==> src/hw/pm_regs_defs.svh <==
// Offsets, field positions and reset values of the power-management registers
`ifndef PM_REGS_DEFS_SVH
`define PM_REGS_DEFS_SVH
`define PM_CAP_OFF 12'h0c0
`define PM_CSR_OFF 12'h0c4
`define AUX_LSB 22
`define AUX_MSB 24
`define D1_BIT 25
`define D2_BIT 26
`define WSUP_LSB 27
`define WSUP_MSB 31
`define PS_LSB 0
`define PS_MSB 1
`define CTX_BIT 3
`define WEN_BIT 8
`define WST_BIT 15
`define WST_BYTE 1
`define POWER_DATA_SELECT_LSB 9
`define POWER_DATA_SELECT_MSB 12
`define POWER_DATA_SCALE_LSB 13
`define POWER_DATA_SCALE_MSB 14
`define BUS_STATE_SUPPORT_BIT 22
`define BUS_POWER_CLOCK_CTL_EN_BIT 23
`define DATA_LSB 24
`define DATA_MSB 31
`define AUX_RST 3'h7
`define WSUP_RST 5'h19
`define PS_RST 2'h0
`define CTX_RST 1'h1
`define WEN_RST 1'h0
`define WST_RST 1'h0
`define D1_SUP 1'h0
`define D2_SUP 1'h0
`define POWER_DATA_SELECT_VAL 4'h0
`define POWER_DATA_SCALE_VAL 2'h0
`define BUS_STATE_SUPPORT_VAL 1'h0
`define BUS_POWER_CLOCK_CTL_EN_VAL 1'h0
`define DATA_VAL 8'h00
`define RESP_OKAY 2'h0
`define RESP_SLVERR 2'h2
`endif

==> src/hw/pm_regs_pkg.sv <==
// Types shared by the power-management register block
package pm_regs_pkg;
  typedef enum logic [1:0] {
    ps_active = 2'h0,
    ps_hot_off = 2'h3
  } power_state_type;

  typedef struct packed {
    power_state_type power_state_sel;
    logic context_kept_flag;
  } power_state_sel_state_type;

  typedef struct packed {
    logic wake_enable;
    logic wake_status;
    logic wake_msg;
  } wake_state_type;

  typedef struct packed {
    logic aw_held;
    logic [11:0] aw_addr;
    logic w_held;
    logic [31:0] w_data;
    logic [3:0] w_strb;
    logic b_valid;
    logic [1:0] b_resp;
    logic r_valid;
    logic [31:0] r_data;
    logic [1:0] r_resp;
    logic [2:0] aux_current_need;
    logic [4:0] wake_support;
  } top_state_type;
endpackage

==> src/hw/pm_ctl_if.sv <==
// Control path from the register front end to the state holders
`timescale 1ns/100ps
interface pm_ctl_if;
  logic csr_wr;
  logic [31:0] csr_wdata;
  logic csr_w1c;
  logic hot_reset;
  logic cfg_unlock;
  logic own_wake;
  logic is_upstream;
  pm_regs_pkg::power_state_type power_state_sel;
  logic context_kept_flag;
  logic wake_enable;
  logic wake_status;
  logic wake_msg;

  modport hub (
    output csr_wr, csr_wdata, csr_w1c, hot_reset, cfg_unlock, own_wake,
    output is_upstream,
    input power_state_sel, context_kept_flag, wake_enable, wake_status,
    input wake_msg
  );
  modport state_side (
    input csr_wr, csr_wdata, hot_reset, cfg_unlock,
    output power_state_sel, context_kept_flag
  );
  modport wake_side (
    input csr_wr, csr_wdata, csr_w1c, hot_reset, own_wake, is_upstream,
    output wake_enable, wake_status, wake_msg
  );
endinterface

==> src/hw/pm_cap_regs.sv <==
// Power-management capability and control/status registers, AXI4-Lite slave
//
// The implementer's own choice: the AXI4-Lite slave port.
`timescale 1ns/100ps
`include "pm_regs_defs.svh"
module pm_cap_regs (
  input wire logic core_clk,
  input wire logic rst_b,
  input wire logic awvalid,
  output logic awready,
  input wire logic [11:0] awaddr,
  input wire logic wvalid,
  output logic wready,
  input wire logic [31:0] wdata,
  input wire logic [3:0] wstrb,
  output logic bvalid,
  input wire logic bready,
  output logic [1:0] bresp,
  input wire logic arvalid,
  output logic arready,
  input wire logic [11:0] araddr,
  output logic rvalid,
  input wire logic rready,
  output logic [31:0] rdata,
  output logic [1:0] rresp,
  input wire logic hot_reset,
  input wire logic cfg_unlock,
  input wire logic is_upstream,
  input wire logic own_wake,
  output logic wake_msg,
  output logic hot_off_state,
  output logic context_kept
);
  pm_regs_pkg::top_state_type s_reg;
  pm_regs_pkg::top_state_type s_next;
  pm_ctl_if ctl ();
  logic do_wr;
  logic [31:0] cap_merged;

  // -------------------------------------------------------------------
  // Helpers
  // -------------------------------------------------------------------
  function automatic logic reg_hit(input logic [11:0] a,
                                   input logic [11:0] off);
    reg_hit = ({a[11:2], 2'b00} == off);
  endfunction

  function automatic logic [31:0] merge(input logic [31:0] old,
                                        input logic [31:0] nw,
                                        input logic [3:0] be);
    logic [31:0] m;
    m = old;
    for (int i = 0; i < 4; i++) begin
      if (be[i]) begin
        m[i*8 +: 8] = nw[i*8 +: 8];
      end
    end
    merge = m;
  endfunction

  function automatic logic [31:0] cap_word(input logic [2:0] aux,
                                           input logic [4:0] wsup);
    logic [31:0] w;
    w = 32'h0000_0000;
    w[`AUX_MSB:`AUX_LSB] = aux;
    w[`D1_BIT] = `D1_SUP;
    w[`D2_BIT] = `D2_SUP;
    w[`WSUP_MSB:`WSUP_LSB] = wsup;
    cap_word = w;
  endfunction

  function automatic logic [31:0] csr_word(input logic [1:0] ps,
                                           input logic ctx,
                                           input logic wen,
                                           input logic wst);
    logic [31:0] w;
    w = 32'h0000_0000;
    w[`PS_MSB:`PS_LSB] = ps;
    w[`CTX_BIT] = ctx;
    w[`WEN_BIT] = wen;
    w[`POWER_DATA_SELECT_MSB:`POWER_DATA_SELECT_LSB] = `POWER_DATA_SELECT_VAL;
    w[`POWER_DATA_SCALE_MSB:`POWER_DATA_SCALE_LSB] = `POWER_DATA_SCALE_VAL;
    w[`WST_BIT] = wst;
    w[`BUS_STATE_SUPPORT_BIT] = `BUS_STATE_SUPPORT_VAL;
    w[`BUS_POWER_CLOCK_CTL_EN_BIT] = `BUS_POWER_CLOCK_CTL_EN_VAL;
    w[`DATA_MSB:`DATA_LSB] = `DATA_VAL;
    csr_word = w;
  endfunction

  // -------------------------------------------------------------------
  // Sub-blocks
  // -------------------------------------------------------------------
  pm_state_ctl u_state (
    .core_clk(core_clk),
    .rst_b(rst_b),
    .ctl(ctl.state_side)
  );

  wake_ctl u_wake (
    .core_clk(core_clk),
    .rst_b(rst_b),
    .ctl(ctl.wake_side)
  );

  assign do_wr = s_reg.aw_held && s_reg.w_held && !s_reg.b_valid;
  assign cap_merged = merge(cap_word(s_reg.aux_current_need,
                                     s_reg.wake_support),
                            s_reg.w_data, s_reg.w_strb);

  assign ctl.csr_wr = do_wr && reg_hit(s_reg.aw_addr, `PM_CSR_OFF);
  assign ctl.csr_wdata = merge(csr_word(ctl.power_state_sel,
                                        ctl.context_kept_flag,
                                        ctl.wake_enable,
                                        ctl.wake_status),
                               s_reg.w_data, s_reg.w_strb);
  assign ctl.csr_w1c = s_reg.w_data[`WST_BIT] && s_reg.w_strb[`WST_BYTE];
  assign ctl.hot_reset = hot_reset;
  assign ctl.cfg_unlock = cfg_unlock;
  assign ctl.own_wake = own_wake;
  assign ctl.is_upstream = is_upstream;

  // -------------------------------------------------------------------
  // Bus slave and sticky capability fields
  // -------------------------------------------------------------------
  always_comb begin
    s_next = s_reg;
    if (awvalid && !s_reg.aw_held) begin
      s_next.aw_held = 1'b1;
      s_next.aw_addr = awaddr;
    end
    if (wvalid && !s_reg.w_held) begin
      s_next.w_held = 1'b1;
      s_next.w_data = wdata;
      s_next.w_strb = wstrb;
    end
    if (s_reg.b_valid && bready) begin
      s_next.b_valid = 1'b0;
    end
    if (do_wr) begin
      s_next.aw_held = 1'b0;
      s_next.w_held = 1'b0;
      s_next.b_valid = 1'b1;
      s_next.b_resp = `RESP_SLVERR;
      if (reg_hit(s_reg.aw_addr, `PM_CSR_OFF)) begin
        s_next.b_resp = `RESP_OKAY;
      end
      if (reg_hit(s_reg.aw_addr, `PM_CAP_OFF)) begin
        s_next.b_resp = `RESP_OKAY;
        // Sticky fields, untouched by hot reset
        s_next.aux_current_need = cap_merged[`AUX_MSB:`AUX_LSB];
        s_next.wake_support = cap_merged[`WSUP_MSB:`WSUP_LSB];
      end
    end
    if (s_reg.r_valid && rready) begin
      s_next.r_valid = 1'b0;
    end
    if (arvalid && !s_reg.r_valid) begin
      s_next.r_valid = 1'b1;
      s_next.r_data = 32'h0000_0000;
      s_next.r_resp = `RESP_SLVERR;
      if (reg_hit(araddr, `PM_CAP_OFF)) begin
        s_next.r_data = cap_word(s_reg.aux_current_need,
                                 s_reg.wake_support);
        s_next.r_resp = `RESP_OKAY;
      end
      if (reg_hit(araddr, `PM_CSR_OFF)) begin
        s_next.r_data = csr_word(ctl.power_state_sel, ctl.context_kept_flag,
                                 ctl.wake_enable, ctl.wake_status);
        s_next.r_resp = `RESP_OKAY;
      end
    end
  end

  always_ff @(posedge core_clk or negedge rst_b) begin
    if (!rst_b) begin
      s_reg <= '0;
      s_reg.aux_current_need <= `AUX_RST;
      s_reg.wake_support <= `WSUP_RST;
    end else begin
      s_reg <= s_next;
    end
  end

  // -------------------------------------------------------------------
  // Outputs
  // -------------------------------------------------------------------
  assign awready = !s_reg.aw_held;
  assign wready = !s_reg.w_held;
  assign bvalid = s_reg.b_valid;
  assign bresp = s_reg.b_resp;
  assign arready = !s_reg.r_valid;
  assign rvalid = s_reg.r_valid;
  assign rdata = s_reg.r_data;
  assign rresp = s_reg.r_resp;
  assign wake_msg = ctl.wake_msg;
  assign hot_off_state = (ctl.power_state_sel == pm_regs_pkg::ps_hot_off);
  assign context_kept = ctl.context_kept_flag;

  // -------------------------------------------------------------------
  // Checks
  // -------------------------------------------------------------------
  property p_aux_hot;
    @(posedge core_clk) disable iff (!rst_b)
    !do_wr |=> $stable(s_reg.aux_current_need)
               && $stable(s_reg.wake_support);
  endproperty
  a_aux_hot: assert property (p_aux_hot)
    else $error("sticky capability field changed without a write");

  property p_cap_zero;
    @(posedge core_clk) disable iff (!rst_b)
    arvalid && !s_reg.r_valid && reg_hit(araddr, `PM_CAP_OFF)
    |=> rvalid && rdata[`D2_BIT:`D1_BIT] == 2'h0
        && rdata[21:0] == 22'h000000;
  endproperty
  a_cap_zero: assert property (p_cap_zero)
    else $error("unsupported state bits read as one");

  property p_csr_zero;
    @(posedge core_clk) disable iff (!rst_b)
    arvalid && !s_reg.r_valid && reg_hit(araddr, `PM_CSR_OFF)
    |=> rvalid && rdata[`DATA_MSB:`DATA_LSB] == 8'h00
        && rdata[`BUS_POWER_CLOCK_CTL_EN_BIT:`BUS_STATE_SUPPORT_BIT] == 2'h0
        && rdata[`POWER_DATA_SCALE_MSB:`POWER_DATA_SELECT_LSB] == 6'h00;
  endproperty
  a_csr_zero: assert property (p_csr_zero)
    else $error("unimplemented field read as non-zero");

  property p_wr_resp;
    @(posedge core_clk) disable iff (!rst_b)
    do_wr |=> bvalid && awready && wready;
  endproperty
  a_wr_resp: assert property (p_wr_resp)
    else $error("write response not raised one cycle after write");

  property p_unmapped_wr;
    @(posedge core_clk) disable iff (!rst_b)
    do_wr && !reg_hit(s_reg.aw_addr, `PM_CSR_OFF)
    && !reg_hit(s_reg.aw_addr, `PM_CAP_OFF)
    |=> bresp == `RESP_SLVERR && $stable(s_reg.aux_current_need)
        && $stable(s_reg.wake_support);
  endproperty
  a_unmapped_wr: assert property (p_unmapped_wr)
    else $error("unmapped write not refused");

  property p_unmapped_rd;
    @(posedge core_clk) disable iff (!rst_b)
    arvalid && !s_reg.r_valid && !reg_hit(araddr, `PM_CSR_OFF)
    && !reg_hit(araddr, `PM_CAP_OFF)
    |=> rvalid && rresp == `RESP_SLVERR && rdata == 32'h0000_0000;
  endproperty
  a_unmapped_rd: assert property (p_unmapped_rd)
    else $error("unmapped read not refused");

  property p_hot_reset_out;
    @(posedge core_clk) disable iff (!rst_b)
    hot_reset |=> context_kept && !hot_off_state;
  endproperty
  a_hot_reset_out: assert property (p_hot_reset_out)
    else $error("hot reset did not restore power state and context flag");

  property p_csr_wake_read;
    @(posedge core_clk) disable iff (!rst_b)
    arvalid && !s_reg.r_valid && reg_hit(araddr, `PM_CSR_OFF)
    |=> rdata[`WST_BIT] == $past(ctl.wake_status)
        && rdata[`WEN_BIT] == $past(ctl.wake_enable);
  endproperty
  a_csr_wake_read: assert property (p_csr_wake_read)
    else $error("wake bits read back wrong");
endmodule

==> src/hw/pm_state_ctl.sv <==
// Power state and context-kept flag holder
`timescale 1ns/100ps
`include "pm_regs_defs.svh"
module pm_state_ctl (
  input wire logic core_clk,
  input wire logic rst_b,
  pm_ctl_if.state_side ctl
);
  pm_regs_pkg::power_state_sel_state_type s_reg;
  pm_regs_pkg::power_state_sel_state_type s_next;
  logic [1:0] ps_wr;

  assign ps_wr = ctl.csr_wdata[`PS_MSB:`PS_LSB];

  // -------------------------------------------------------------------
  // Next state
  // -------------------------------------------------------------------
  always_comb begin
    s_next = s_reg;
    if (ctl.hot_reset) begin
      s_next.power_state_sel = pm_regs_pkg::power_state_type'(`PS_RST);
      s_next.context_kept_flag = `CTX_RST;
    end else if (ctl.csr_wr) begin
      if (ps_wr == `PS_RST || ps_wr == 2'h3) begin
        s_next.power_state_sel = pm_regs_pkg::power_state_type'(ps_wr);
      end
      // Reserved encodings leave the state alone
      if (ctl.cfg_unlock) begin
        s_next.context_kept_flag = ctl.csr_wdata[`CTX_BIT];
      end
    end
  end

  always_ff @(posedge core_clk or negedge rst_b) begin
    if (!rst_b) begin
      s_reg.power_state_sel <= pm_regs_pkg::power_state_type'(`PS_RST);
      s_reg.context_kept_flag <= `CTX_RST;
    end else begin
      s_reg <= s_next;
    end
  end

  assign ctl.power_state_sel = s_reg.power_state_sel;
  assign ctl.context_kept_flag = s_reg.context_kept_flag;

  // -------------------------------------------------------------------
  // Checks
  // -------------------------------------------------------------------
  property p_ps_legal;
    @(posedge core_clk) disable iff (!rst_b)
    s_reg.power_state_sel == 2'h0 || s_reg.power_state_sel == 2'h3;
  endproperty
  a_ps_legal: assert property (p_ps_legal)
    else $error("power state holds a reserved code");

  property p_ps_keep;
    @(posedge core_clk) disable iff (!rst_b)
    ctl.csr_wr && !ctl.hot_reset && (ps_wr == 2'h1 || ps_wr == 2'h2)
    |=> $stable(s_reg.power_state_sel);
  endproperty
  a_ps_keep: assert property (p_ps_keep)
    else $error("reserved write changed the power state");

  property p_ps_hot_off;
    @(posedge core_clk) disable iff (!rst_b)
    ctl.csr_wr && !ctl.hot_reset && ps_wr == 2'h3
    |=> s_reg.power_state_sel == 2'h3 ##1
    (s_reg.power_state_sel == 2'h3 || $past(ctl.csr_wr)
     || $past(ctl.hot_reset));
  endproperty
  a_ps_hot_off: assert property (p_ps_hot_off)
    else $error("hot powered-down write not held");

  property p_ctx_lock;
    @(posedge core_clk) disable iff (!rst_b)
    !ctl.cfg_unlock && !ctl.hot_reset |=> $stable(s_reg.context_kept_flag);
  endproperty
  a_ctx_lock: assert property (p_ctx_lock)
    else $error("context flag changed while locked");
endmodule

==> src/hw/wake_ctl.sv <==
// Wake enable, wake status and outgoing wake message
`timescale 1ns/100ps
`include "pm_regs_defs.svh"
module wake_ctl (
  input wire logic core_clk,
  input wire logic rst_b,
  pm_ctl_if.wake_side ctl
);
  pm_regs_pkg::wake_state_type s_reg;
  pm_regs_pkg::wake_state_type s_next;
  logic own_set;

  // Only an event the port made itself, never in the upstream port
  assign own_set = ctl.own_wake && !ctl.is_upstream;

  // -------------------------------------------------------------------
  // Next state; hot reset leaves all of it alone
  // -------------------------------------------------------------------
  always_comb begin
    s_next = s_reg;
    if (ctl.csr_wr) begin
      s_next.wake_enable = ctl.csr_wdata[`WEN_BIT];
      if (ctl.csr_w1c) begin
        s_next.wake_status = 1'b0;
      end
    end
    if (own_set) begin
      s_next.wake_status = 1'b1;
    end
    s_next.wake_msg = own_set && s_reg.wake_enable;
  end

  always_ff @(posedge core_clk or negedge rst_b) begin
    if (!rst_b) begin
      s_reg.wake_enable <= `WEN_RST;
      s_reg.wake_status <= `WST_RST;
      s_reg.wake_msg <= 1'b0;
    end else begin
      s_reg <= s_next;
    end
  end

  assign ctl.wake_enable = s_reg.wake_enable;
  assign ctl.wake_status = s_reg.wake_status;
  assign ctl.wake_msg = s_reg.wake_msg;

  // -------------------------------------------------------------------
  // Checks
  // -------------------------------------------------------------------
  property p_msg_gate;
    @(posedge core_clk) disable iff (!rst_b)
    s_reg.wake_msg |-> $past(s_reg.wake_enable) && $past(ctl.own_wake);
  endproperty
  a_msg_gate: assert property (p_msg_gate)
    else $error("wake message without enable");

  property p_status_set;
    @(posedge core_clk) disable iff (!rst_b)
    ctl.own_wake && !ctl.is_upstream |=> s_reg.wake_status;
  endproperty
  a_status_set: assert property (p_status_set)
    else $error("own wake event did not set status");

  property p_upstream;
    @(posedge core_clk) disable iff (!rst_b)
    ctl.is_upstream && !s_reg.wake_status |=> !s_reg.wake_status;
  endproperty
  a_upstream: assert property (p_upstream)
    else $error("upstream port set wake status");

  property p_hot_keep;
    @(posedge core_clk) disable iff (!rst_b)
    ctl.hot_reset && !ctl.csr_wr |=> $stable(s_reg.wake_enable);
  endproperty
  a_hot_keep: assert property (p_hot_keep)
    else $error("hot reset changed wake enable");

  property p_w1c;
    @(posedge core_clk) disable iff (!rst_b)
    ctl.csr_wr && ctl.csr_w1c && !ctl.own_wake |=> !s_reg.wake_status;
  endproperty
  a_w1c: assert property (p_w1c)
    else $error("write one did not clear wake status");
endmodule

==> config.mk <==
export PLATFORM = sky130hd
export DESIGN_NAME = pm_cap_regs
export DESIGN_NICKNAME = d
export VERILOG_FILES = /design/src/hw/pm_regs_pkg.sv /design/src/hw/pm_ctl_if.sv /design/src/hw/pm_cap_regs.sv /design/src/hw/pm_state_ctl.sv /design/src/hw/wake_ctl.sv
export VERILOG_INCLUDE_DIRS = /design/src /design/src/hw
export SDC_FILE = /design/constraint.sdc
export NUM_CORES = 1
export LEC_CHECK = 0
export BUFFER_PORTS_ARGS = -buffer_cell sky130_fd_sc_hd__buf_2
export CAP_MARGIN = 5
export CORE_MARGIN = 2
export CORE_UTILIZATION = 35
export CTS_CLUSTER_SIZE = 25
export DETAILED_ROUTE_END_ITERATION = 8
export PLACE_DENSITY = 0.75
export SYNTH_ARGS = -nofsm -noshare
export SYNTH_HDL_FRONTEND = slang
export SYNTH_SLANG_ARGS = --single-unit
==> constraint.sdc <==
create_clock -name core_clk -period 2.31 [get_ports core_clk]
set_clock_uncertainty 0.05 [all_clocks]
set_input_delay 0.231 -clock core_clk [delete_from_list [all_inputs] [get_ports core_clk]]
set_output_delay 0.231 -clock core_clk [all_outputs]
set_load 0.05 [all_outputs]
## After elaboration in Yosys (flattened, before gate mapping)

Cells that the tools add are included.

- Bits in registers: 102
- Input port bits: 71
- Output and inout port bits: 44
- Logic and storage cells: 78

- Equality and inequality tests: 6
- Multiplexer cells: 20
- Reduce and logical (&&, ||, !) cells: 34

Operators by type and width:

| kind | count |
|---|---|
| 34-bit 2-to-1 mux | 2 |
| 10-bit by 6-bit equality test with 1-bit output (second input constant) | 4 |
| 37-bit 2-to-1 mux | 1 |
| 35-bit 2-to-1 mux | 1 |
| 2-bit nonzero test | 10 |
| 13-bit 2-to-1 mux | 1 |
| 1-bit logical AND | 11 |
| 3-bit 2-to-1 mux | 3 |
| 3-bit AND reduction | 3 |
| 1-bit 2-to-1 mux | 8 |
| 2-bit 2-to-1 mux | 3 |
| 2-bit AND reduction | 3 |
| 1-bit logical NOT | 5 |
| 2-bit equality test (second input constant) | 2 |
| 4-bit 2-to-1 mux | 1 |
| 2-bit logical NOT | 1 |
| 1-bit logical OR | 1 |

## Depth between registers and ports, before layout

Gate-level depths: netlist (run 1).

- Depth after elaboration: 6
- Depth in mapped cells: 5
- Mapped depth without buffers: 4

## Cells and area by module

A second synthesis (run 1) with hierarchy kept.

- Cell total of the unflattened synthesis: 274
- Area, all modules: 3639.7 µm²

By module, submodules not included:

| module | times used | cells an instance | area each (µm²) |
|---|---|---|---|
| pm_cap_regs | 1 | 253 | 3384.5 |
| pm_state_ctl | 1 | 13 | 142.6 |
| wake_ctl | 1 | 8 | 112.6 |

## Least setup slack after synthesis (run 1)

No wires, ideal clock.

- Kind: reg-to-reg
- From: register s_reg (netlist bit bvalid)
- To: register s_reg[1] (netlist name)
- Setup time: 0.125 ns
- Arrival: 2.191 ns
- Path slack: -0.055 ns
- Cell stages (with the launch flop): 6
- Path buffers: 1
- Period minus slack after synthesis: 2.365 ns
- Cell sequence: dfrtp_1 nand3b_1 or4_1 buf_2 nor3b_4 mux2_2

- Longest elaborated chain between the ends: 3

Ends and longest elaborated chain:

| element | line | source |
|---|---|---|
| start: declaration | pm_cap_regs.sv:34 | `pm_regs_pkg::top_state_type s_reg;` |
| start signal: assignment | pm_cap_regs.sv:180 | `s_reg <= s_next;` |
| 1-bit logical NOT | pm_cap_regs.sv:105 | `assign do_wr = s_reg.aw_held && s_reg.w_held && !s_reg.b_valid;` |
| 1-bit logical AND | pm_cap_regs.sv:105 |  |
| 3-bit AND reduction (no line) | - |  |

No other way between the ends.
A chain may end at the register's enable or synchronous reset.

## Worst setup path in the final report (run 1)

- From: register s_reg[92] (netlist name)
- To: register s_reg[1] (netlist name)

- Longest elaborated chain between the ends: 2

Ends and longest elaborated chain:

| element | line | source |
|---|---|---|
| 10-bit by 6-bit equality test with 1-bit output | pm_cap_regs.sv:45 | `reg_hit = ({a[11:2], 2'b00} == off);` |
| 3-bit AND reduction (no line) | - |  |

No other way between the ends.

==> run summary, run 1 <==
Across the whole layout, storage elements account for 0.00151 mm2. The tools report the hold slack as 0.0219 ns. The tools report the initial detailed-routing violation count as 35. Power comes to 3.30 mW.

The hold path startpoint is bready. The via density per instance works out to 4.47. The worst reg2reg path depth came out at 5. The tools report the total clock buffers created by CTS as 9. The clock drives 60 sinks. The largest incremental delay on the critical path was 0.54 ns. The total power divided by cell area works out to 1030 mW/mm2. The multi-input gate area in the final layout is 868 um2.

The cell with the most instances after synthesis was sky130_fd_sc_hd__dfrtp_1. In this run, synthesis inferred 0 flip-flops with an integrated enable. For this design the static power due to leakage is 1.56 nW. After technology mapping, the gate count stands at 200.

Setup violations remaining at the end of the flow were counted as 0. For the finished layout, the period the worst path requires is 2.21 ns. The worst setup path category is reg2reg. After clock tree synthesis, the clock-pin slew on the worst setup and hold paths is 0.06 ns. The final count of pins violating max slew came out at 0. The run finished with clean final reports. The post-detailed-placement cell area was 0.00295 mm2; the detailed-route wire length was 4700 um. Entering global routing, the biggest net connects 40 pins.

The run gives 0 as the number of hold-slack violations in the final timing report. Based on the critical path, the design can be clocked at up to 452 MHz. For the worst setup path, the data required time is 2.48 ns. For flop-to-flop paths, the worst setup slack is 0.1 ns. TritonCTS built the clock tree. The via count of the first global-routing pass is 1,701. Of all nets on the critical path, the largest fanout is 6. The clock share of power is 0.311, and the internal power of the cells is 2.34 mW. All-layer global routing usage: 0.126.

Dividing the detail-routed wire length by the instance count gives 12.5 um. Total congestion overflow after global routing: 0. The logs give 0.361 for the initial core utilization and 0 for the number of maximum-capacitance violations.

The async set-reset flop share out of synthesis is 1.00. The tree is rooted in a sky130_fd_sc_hd__clkbuf_8. For the post-route standard cell area excluding fillers, the log shows 0.00321 mm2. Grouping stages by cell kind, the critical path spends the most delay in simple AND/OR/NAND/NOR gates. The longest clock path from root to sink contains 2 buffers.

By count the netlist is led by sky130_fd_sc_hd__dfrtp_1, sky130_fd_sc_hd__buf_4, sky130_fd_sc_hd__mux2_2. By instance count, the cell type seen most on the critical path is sky130_fd_sc_hd__or4_4. Number of flip-flops under the largest register name: 37. The tools report the power share of the sequential group as 0.455.

The beginning of the worst register-to-register path was s_reg[92]$_DFFE_PN0P_. At the later pin of the worst-skew pair, clock insertion delay measures 0.34 ns. For the sequential element share of the synthesized area, the log shows 0.578.

From bottom edge to top edge, the die measures 90.4 um. For the wire length of the first global-routing pass, the log shows 8110 um. The class of the tightest hold or removal check is in2reg. The layout has 710 filler cells. The repair_antennas step left the layout with diodes totalling 0.

After synthesis, the mean cell area works out to 13.1 um2. The die is 90.4 um wide. The run gives 4 as the iteration count of the initial detailed-routing pass.

The ratio of final minimum period to clock period is 0.958. The yosys synthesis warning count is 0, and the worst hold path stage count is 2. Area inside the core boundary: 0.00725 mm2. The worst path buffer plus inverter count is 1, and the top-area cell type share of the netlist area is 0.507. In this run the remaining antenna-violating nets after routing total 0.

Arrival time at the worst endpoint: 2.38 ns. The die covers 0.00818 mm2. For the final routed DRC violation total, the log shows 0. Setup repair after global routing left no endpoint under its margin. The congestion estimate from routability-driven global placement came to 0.702. STA classifies the critical path startpoint as a flip-flop.

Walking the worst path, the cells encountered are or4_4, or4_4, nor3b_4, buf_6, mux2_2. During placement, the flow inserted port buffers numbering 70. Summed over all nets, the switching power comes to 0.969 mW. In this run the critical register-to-register path is captured at s_reg[1]$_DFFE_PN0P_. During I/O placement, the number of pins put on the boundary was 115. The summed instance area of the synthesized netlist was 0.00262 mm2. The via total after detailed routing was 1,677.

The final layout contains 342 nets. Cell type of the slowest stage on the worst timing path: sky130_fd_sc_hd__or4_4. The share of total power in combinational logic is 0.234, and the post-synthesis register bit count is 60. Library cell with the largest summed area after synthesis: sky130_fd_sc_hd__dfrtp_1.

By area the synthesized netlist is led by sky130_fd_sc_hd__dfrtp_1, sky130_fd_sc_hd__mux2_2, sky130_fd_sc_hd__buf_4. The synthesized netlist contains 31 unique library cells. The HPWL after detailed placement is 3530 um. The peak supply drop came out at 0.000402 V. The H-tree was split into 3 levels. In the synthesized netlist the dominant register cell turns out to be sky130_fd_sc_hd__dfrtp_1. After floorplanning, the core was divided into 31 placement rows. The number of antenna violations at the first check in global routing is 0. The worst setup path is captured at a flip-flop. The share of total power consumed by net switching is 0.293.

The share of layout cells above drive strength 1 was 0.507; the number of buffers inserted to repair setup after CTS was 0. The worst hold path terminates at bvalid$_DFFE_PN0P_. The area added between synthesis and finish was 22.6%.
-- worst register-to-register path, stage by stage (launching register included) --
cell	delay (ns)
sky130_fd_sc_hd__dfrtp_1	0.37
sky130_fd_sc_hd__or4_4	0.54
sky130_fd_sc_hd__or4_4	0.47
sky130_fd_sc_hd__nor3b_4	0.19
sky130_fd_sc_hd__buf_6	0.15
sky130_fd_sc_hd__mux2_2	0.32
-- cell families after synthesis --
logic type	count (synthesis)	synth area share
compound gates	28	0.0785
buf+inv	49	0.122
flops	60	0.578
mux	37	0.158
other cells	1	0.00143
simple gates	25	0.0617
-- layout by cell type, fill, tap and decap left out, types with 2 or more instances in the layout --
| cell | count |
|---|---|
| sky130_fd_sc_hd__nand4_1 | 2 |
| sky130_fd_sc_hd__bufinv_16 | 2 |
| sky130_fd_sc_hd__a21oi_1 | 2 |
| sky130_fd_sc_hd__and2_1 | 2 |
| sky130_fd_sc_hd__inv_1 | 8 |
| sky130_fd_sc_hd__o21ai_0 | 6 |
| sky130_fd_sc_hd__nor4_1 | 2 |
| sky130_fd_sc_hd__buf_2 | 70 |
| sky130_fd_sc_hd__dfstp_2 | 7 |
| sky130_fd_sc_hd__nor2b_1 | 3 |
| sky130_fd_sc_hd__or4_4 | 2 |
| sky130_fd_sc_hd__a22o_1 | 13 |
| sky130_fd_sc_hd__clkbuf_8 | 10 |
| sky130_fd_sc_hd__conb_1 | 21 |
| sky130_fd_sc_hd__mux2_2 | 35 |
| sky130_fd_sc_hd__dlygate4sd3_1 | 3 |
| sky130_fd_sc_hd__o21a_1 | 3 |
| sky130_fd_sc_hd__buf_4 | 6 |
| sky130_fd_sc_hd__nand2_1 | 4 |
| sky130_fd_sc_hd__clkinv_2 | 3 |
| sky130_fd_sc_hd__nor2_1 | 4 |
| sky130_fd_sc_hd__mux2i_1 | 2 |
| sky130_fd_sc_hd__dfrtp_1 | 52 |
-- worst max-delay path by stage --
stage | from | to | slack (ns) | depth (start not counted)
finish | s_reg[92]$_DFFE_PN0P_ | s_reg[1]$_DFFE_PN0P_ | 0.1 | 5
CTS | s_reg[92]$_DFFE_PN0P_ | s_reg[1]$_DFFE_PN0P_ | 0.08 | 5
floorplan | s_reg[92]$_DFFE_PN0P_ | s_reg[1]$_DFFE_PN0P_ | -0.02 | 5
global placement | s_reg[92]$_DFFE_PN0P_ | s_reg[2]$_DFFE_PN0P_ | -0.09 | 5
global route | s_reg[92]$_DFFE_PN0P_ | s_reg[2]$_DFFE_PN0P_ | 0.02 | 5
detailed placement | s_reg[92]$_DFFE_PN0P_ | s_reg[1]$_DFFE_PN0P_ | -0.09 | 5
-- what timing repair did --
item                                    4_1_cts  5_1_grt
hold buffers                                  3        0
resized for setup                             3        0
hold endpoints to repair                     18        0
endpoints found under the setup margin        9        0
-- power groups by stage --
| stage | Sequential, mW | Clock (mW) | Combinational (mW) |
|---|---|---|---|
| after floorplan | 1.51 | 0 | 0.592 |
| after global placement | 1.51 | 0 | 0.759 |
| after detailed placement | 1.53 | 0 | 0.775 |
| after CTS | 1.51 | 1.07 | 0.786 |
| after global routing | 1.56 | 1.11 | 0.855 |
| final | 1.50 | 1.03 | 0.772 |
-- area by class of cell --
type / instances / area share
Inverter: 8 / 0.00936
Clock buffer: 11 / 0.0441
Multi-Input combinational cell: 111 / 0.271
Sequential cell: 60 / 0.471
Timing Repair Buffer: 81 / 0.142
Tap cell: 99 / 0.0386
Clock inverter: 5 / 0.0234
-- per-stage QoR --
stage / utilization / setup TNS [ns] / setup WS [ns] / instances
after detailed placement: 0.406 / -0.577 / -0.0925 / 356
after global routing: 0.442 / 0 / 0.0156 / 375
after global placement: 0.406 / -0.471 / -0.0868 / 356
after floorplan: - / -0.0494 / -0.0247 / 220
after CTS: 0.442 / 0 / 0.0784 / 375
final: 0.442 / 0 / 0.0977 / 375
-- metal layers --
| layer | track usage | share of wire | vias up | wire (um) |
|---|---|---|---|---|
| li1 | - | - | 788 | - |
| met1 | 0.151 | 0.43 | 810 | 2040 |
| met4 | 0.0692 | 0.024 | 0 | 115 |
| met2 | 0.194 | 0.47 | 67 | 2190 |
| met3 | 0.0484 | 0.075 | 12 | 351 |
| met5 | 0 | 0 | - | 0 |
Note: power is estimated with default switching activity, not from simulation.
==> run 2, diff against run 1 <==
SETUP_SLACK_MARGIN = 0.2   (was not set)
==> run 2 against run 1 <==
Clock power down 13%. Worst hold slack worse by 0.0044 ns. Non-clock buffer count up 1. First-iteration DRC count up 86%. Sequential share of layout area down 0.40 points. Cell count up 0.27%. Final area up 0.86%. Routed wire length up 1.6%. Critical path depth unchanged. Flip-flop and latch count unchanged. Largest cell class unchanged. Highest routed layer unchanged.
==> run summary, run 2 (synthesized netlist as in run 1, its figures left out) <==
Setup repair after global routing could not meet its margin everywhere. The total power divided by cell area was 991 mW/mm2 (-3.8%); the chip width was 90.4 um (unchanged). Wire length of the first global-routing pass: 8090 um (-0.17%).

The tools report the layout filler cell count as 681 (-4.1%). In the layout the commonest cells are sky130_fd_sc_hd__buf_2, sky130_fd_sc_hd__dfrtp_1, sky130_fd_sc_hd__mux2_2, sky130_fd_sc_hd__conb_1, sky130_fd_sc_hd__a22o_1. The final period demand of the worst path came out at 2.22 ns (+0.0121 ns). The count of pins on the block boundary is 115 (unchanged). Hold slack: 0.0175 ns (-0.00438 ns).

The run finished with clean final reports. The count of input and output buffers was 70 (unchanged). The number of placement rows came out at 31 (unchanged).

The reported leakage power is 1.56 nW (-0.30%), and the iteration count of the initial detailed-routing pass is 4 (unchanged). The tools report the nature of the critical path startpoint as a flip-flop. Area enclosed by the die boundary: 0.00818 mm2 (unchanged). The net count reported at finish was 343 (+0.29%). The total clock buffers created by CTS was 9 (unchanged). The slew of the pin with the lowest slew margin was 0.508 ns; the number of clock sinks was 60 (unchanged).

The logs give 0.361 (unchanged) for the initial core utilization and 0 (unchanged) for the number of maximum-capacitance violations. The maximum clock frequency came out at 450 MHz (-0.55%). TritonCTS built the clock tree. Ratio of final minimum period to clock period: 0.963 (+0.00526).

The final routed DRC violation total was 0 (unchanged); the die outline height was 90.4 um (unchanged). The endpoint type of the worst setup path is a flip-flop. The cell sitting at the root of the clock tree is a sky130_fd_sc_hd__clkbuf_8. Final count of pins violating max slew: 0 (unchanged). The tools report the antenna diode count as 0 (unchanged). The tightest slew margin relative to the limit came out at 0.660.

The tools report the total number of H-tree levels as 3 (unchanged). The number of flip-flops under the largest register name came out at 37 (unchanged). The share of layout cells above drive strength 1 was 0.516 (+0.00900); the per-cell routed wire length was 12.7 um (+1.3%).

Sum of net half-perimeters after detailed placement: 3520 um (about the same). The run gives 0.00323 mm2 (+0.86%) as the post-route standard cell area excluding fillers. The clock edge transition at the registers on the reported setup and hold paths is 0.07 ns (about the same).

The required arrival time at the worst endpoint is 2.47 ns (about the same), and the arrival time at the worst endpoint is 2.39 ns (about the same). The number of hold-slack violations in the final timing report is 0 (unchanged). The count of antenna-violating nets left after detailed routing is 0 (unchanged), and the weighted congestion reported at the end of routability-driven placement is 0.673 (-4.2%). Largest net degree at the start of global routing: 33 (-18%). The tools report the final setup violation count as 0 (unchanged). Leaving out fill and tap cells, the most frequent cell in the layout is sky130_fd_sc_hd__buf_2.

The total congestion overflow after global routing is 0 (unchanged), and the number of antenna violations at the first check in global routing is 0 (unchanged). The tools report the source-to-sink clock delay at the later pin of the worst-skew pair as 0.33 ns (about the same). The post-detailed-placement cell area was 0.00297 mm2 (+0.89%). Maximum net fanout on the critical path: 6 (unchanged). The maximum count of clock buffers along a single path was 2 (unchanged); the detailed-route wire length was 4770 um (+1.6%). The via density per instance was 4.50 (+0.63%); the via total after detailed routing was 1,692 (+0.89%).

For the initial detailed-routing violation count, the log shows 65 (+86%). Class of the tightest hold or removal check: in2reg. The worst setup path category was reg2reg. The peak supply drop is 0.000517 V (+29%). The area inside the core boundary is 0.00725 mm2 (unchanged). The run gives 0.126 (+0.000358) as the all-layer global routing usage. The via count of the first global-routing pass was 1,757 (+3.3%); the area added between synthesis and finish was 23.7%.
==> run 2: area by class of cell <==
class | count | area (um2) | area share
multi-input cells | 111 | 923 | 0.285
clock buffers | 11 | 131 | 0.0406
repair buffers | 82 | 462 | 0.143
flip-flops and latches | 60 | 1510 | 0.467
well taps | 99 | 124 | 0.0383
inverters | 8 | 30.0 | 0.00928
clock inverters | 5 | 52.6 | 0.0162
==> run 2: worst max-delay path: stages, from the launching register on <==
cell	delay (ns)
sky130_fd_sc_hd__dfrtp_1	0.37
sky130_fd_sc_hd__or4_4	0.54
sky130_fd_sc_hd__or4_4	0.47
sky130_fd_sc_hd__nor3b_4	0.23
sky130_fd_sc_hd__buf_12	0.15
sky130_fd_sc_hd__mux2_4	0.30
==> run 2: through the flow <==
stage / utilization / setup TNS [ns] / cells / worst slack (ns) / total power, mW
after global placement: 0.410 / 0 / 356 / 0.0704 / 2.28
after global routing: 0.446 / 0 / 376 / 0.0343 / 3.39
after floorplan: - / -0.0173 / 220 / -0.00865 / 2.12
after detailed placement: 0.410 / 0 / 356 / 0.0702 / 2.32
after CTS: 0.440 / 0 / 375 / 0.0690 / 3.23
final: 0.446 / 0 / 376 / 0.0856 / 3.20
==> run 2: where the power goes <==
part           internal (mW)  leakage (nW)  total (mW)  switching, mW
clock                  0.493        0.0931       0.892          0.399
sequential              1.34         0.726        1.52          0.178
combinational          0.370         0.741       0.795          0.425
==> run 2: final timing paths <==
kind	start	end	slack (ns)	depth (start not counted)
max in group asynchronous	rst_b	s_reg[6]$_DFFE_PN1P_	1.47	3
min in group asynchronous	rst_b	rdata[27]$_DFFE_PN0P_	0.39	3
worst max-delay path	s_reg[92]$_DFFE_PN0P_	s_reg[2]$_DFFE_PN0P_	0.09	5
worst min register to register	rresp[1]$_DFFE_PN0P_	rresp[1]$_DFFE_PN0P_	0.45	1
worst max register to register	s_reg[92]$_DFFE_PN0P_	s_reg[2]$_DFFE_PN0P_	0.09	5
worst min-delay path	is_upstream	u_wake.ctl.wake_status$_DFFE_PN0P_	0.02	2
==> run 2: layer usage <==
metal | vias to the layer above | global-route usage | routed length [um]
met3 | 6 | 0.0543 | 362
met5 | - | 0 | 0
met2 | 70 | 0.196 | 2240
li1 | 792 | - | -
met1 | 824 | 0.158 | 2110
met4 | 0 | 0.0423 | 63
==> run 2: repair_timing <==
item	CTS	global route
hold endpoints to repair	54	0
hold buffers	2	0
buffers inserted	1	1
pin swaps	0	2
endpoints found under the setup margin	8	10
gates cloned	0	0
gates resized for setup	2	8
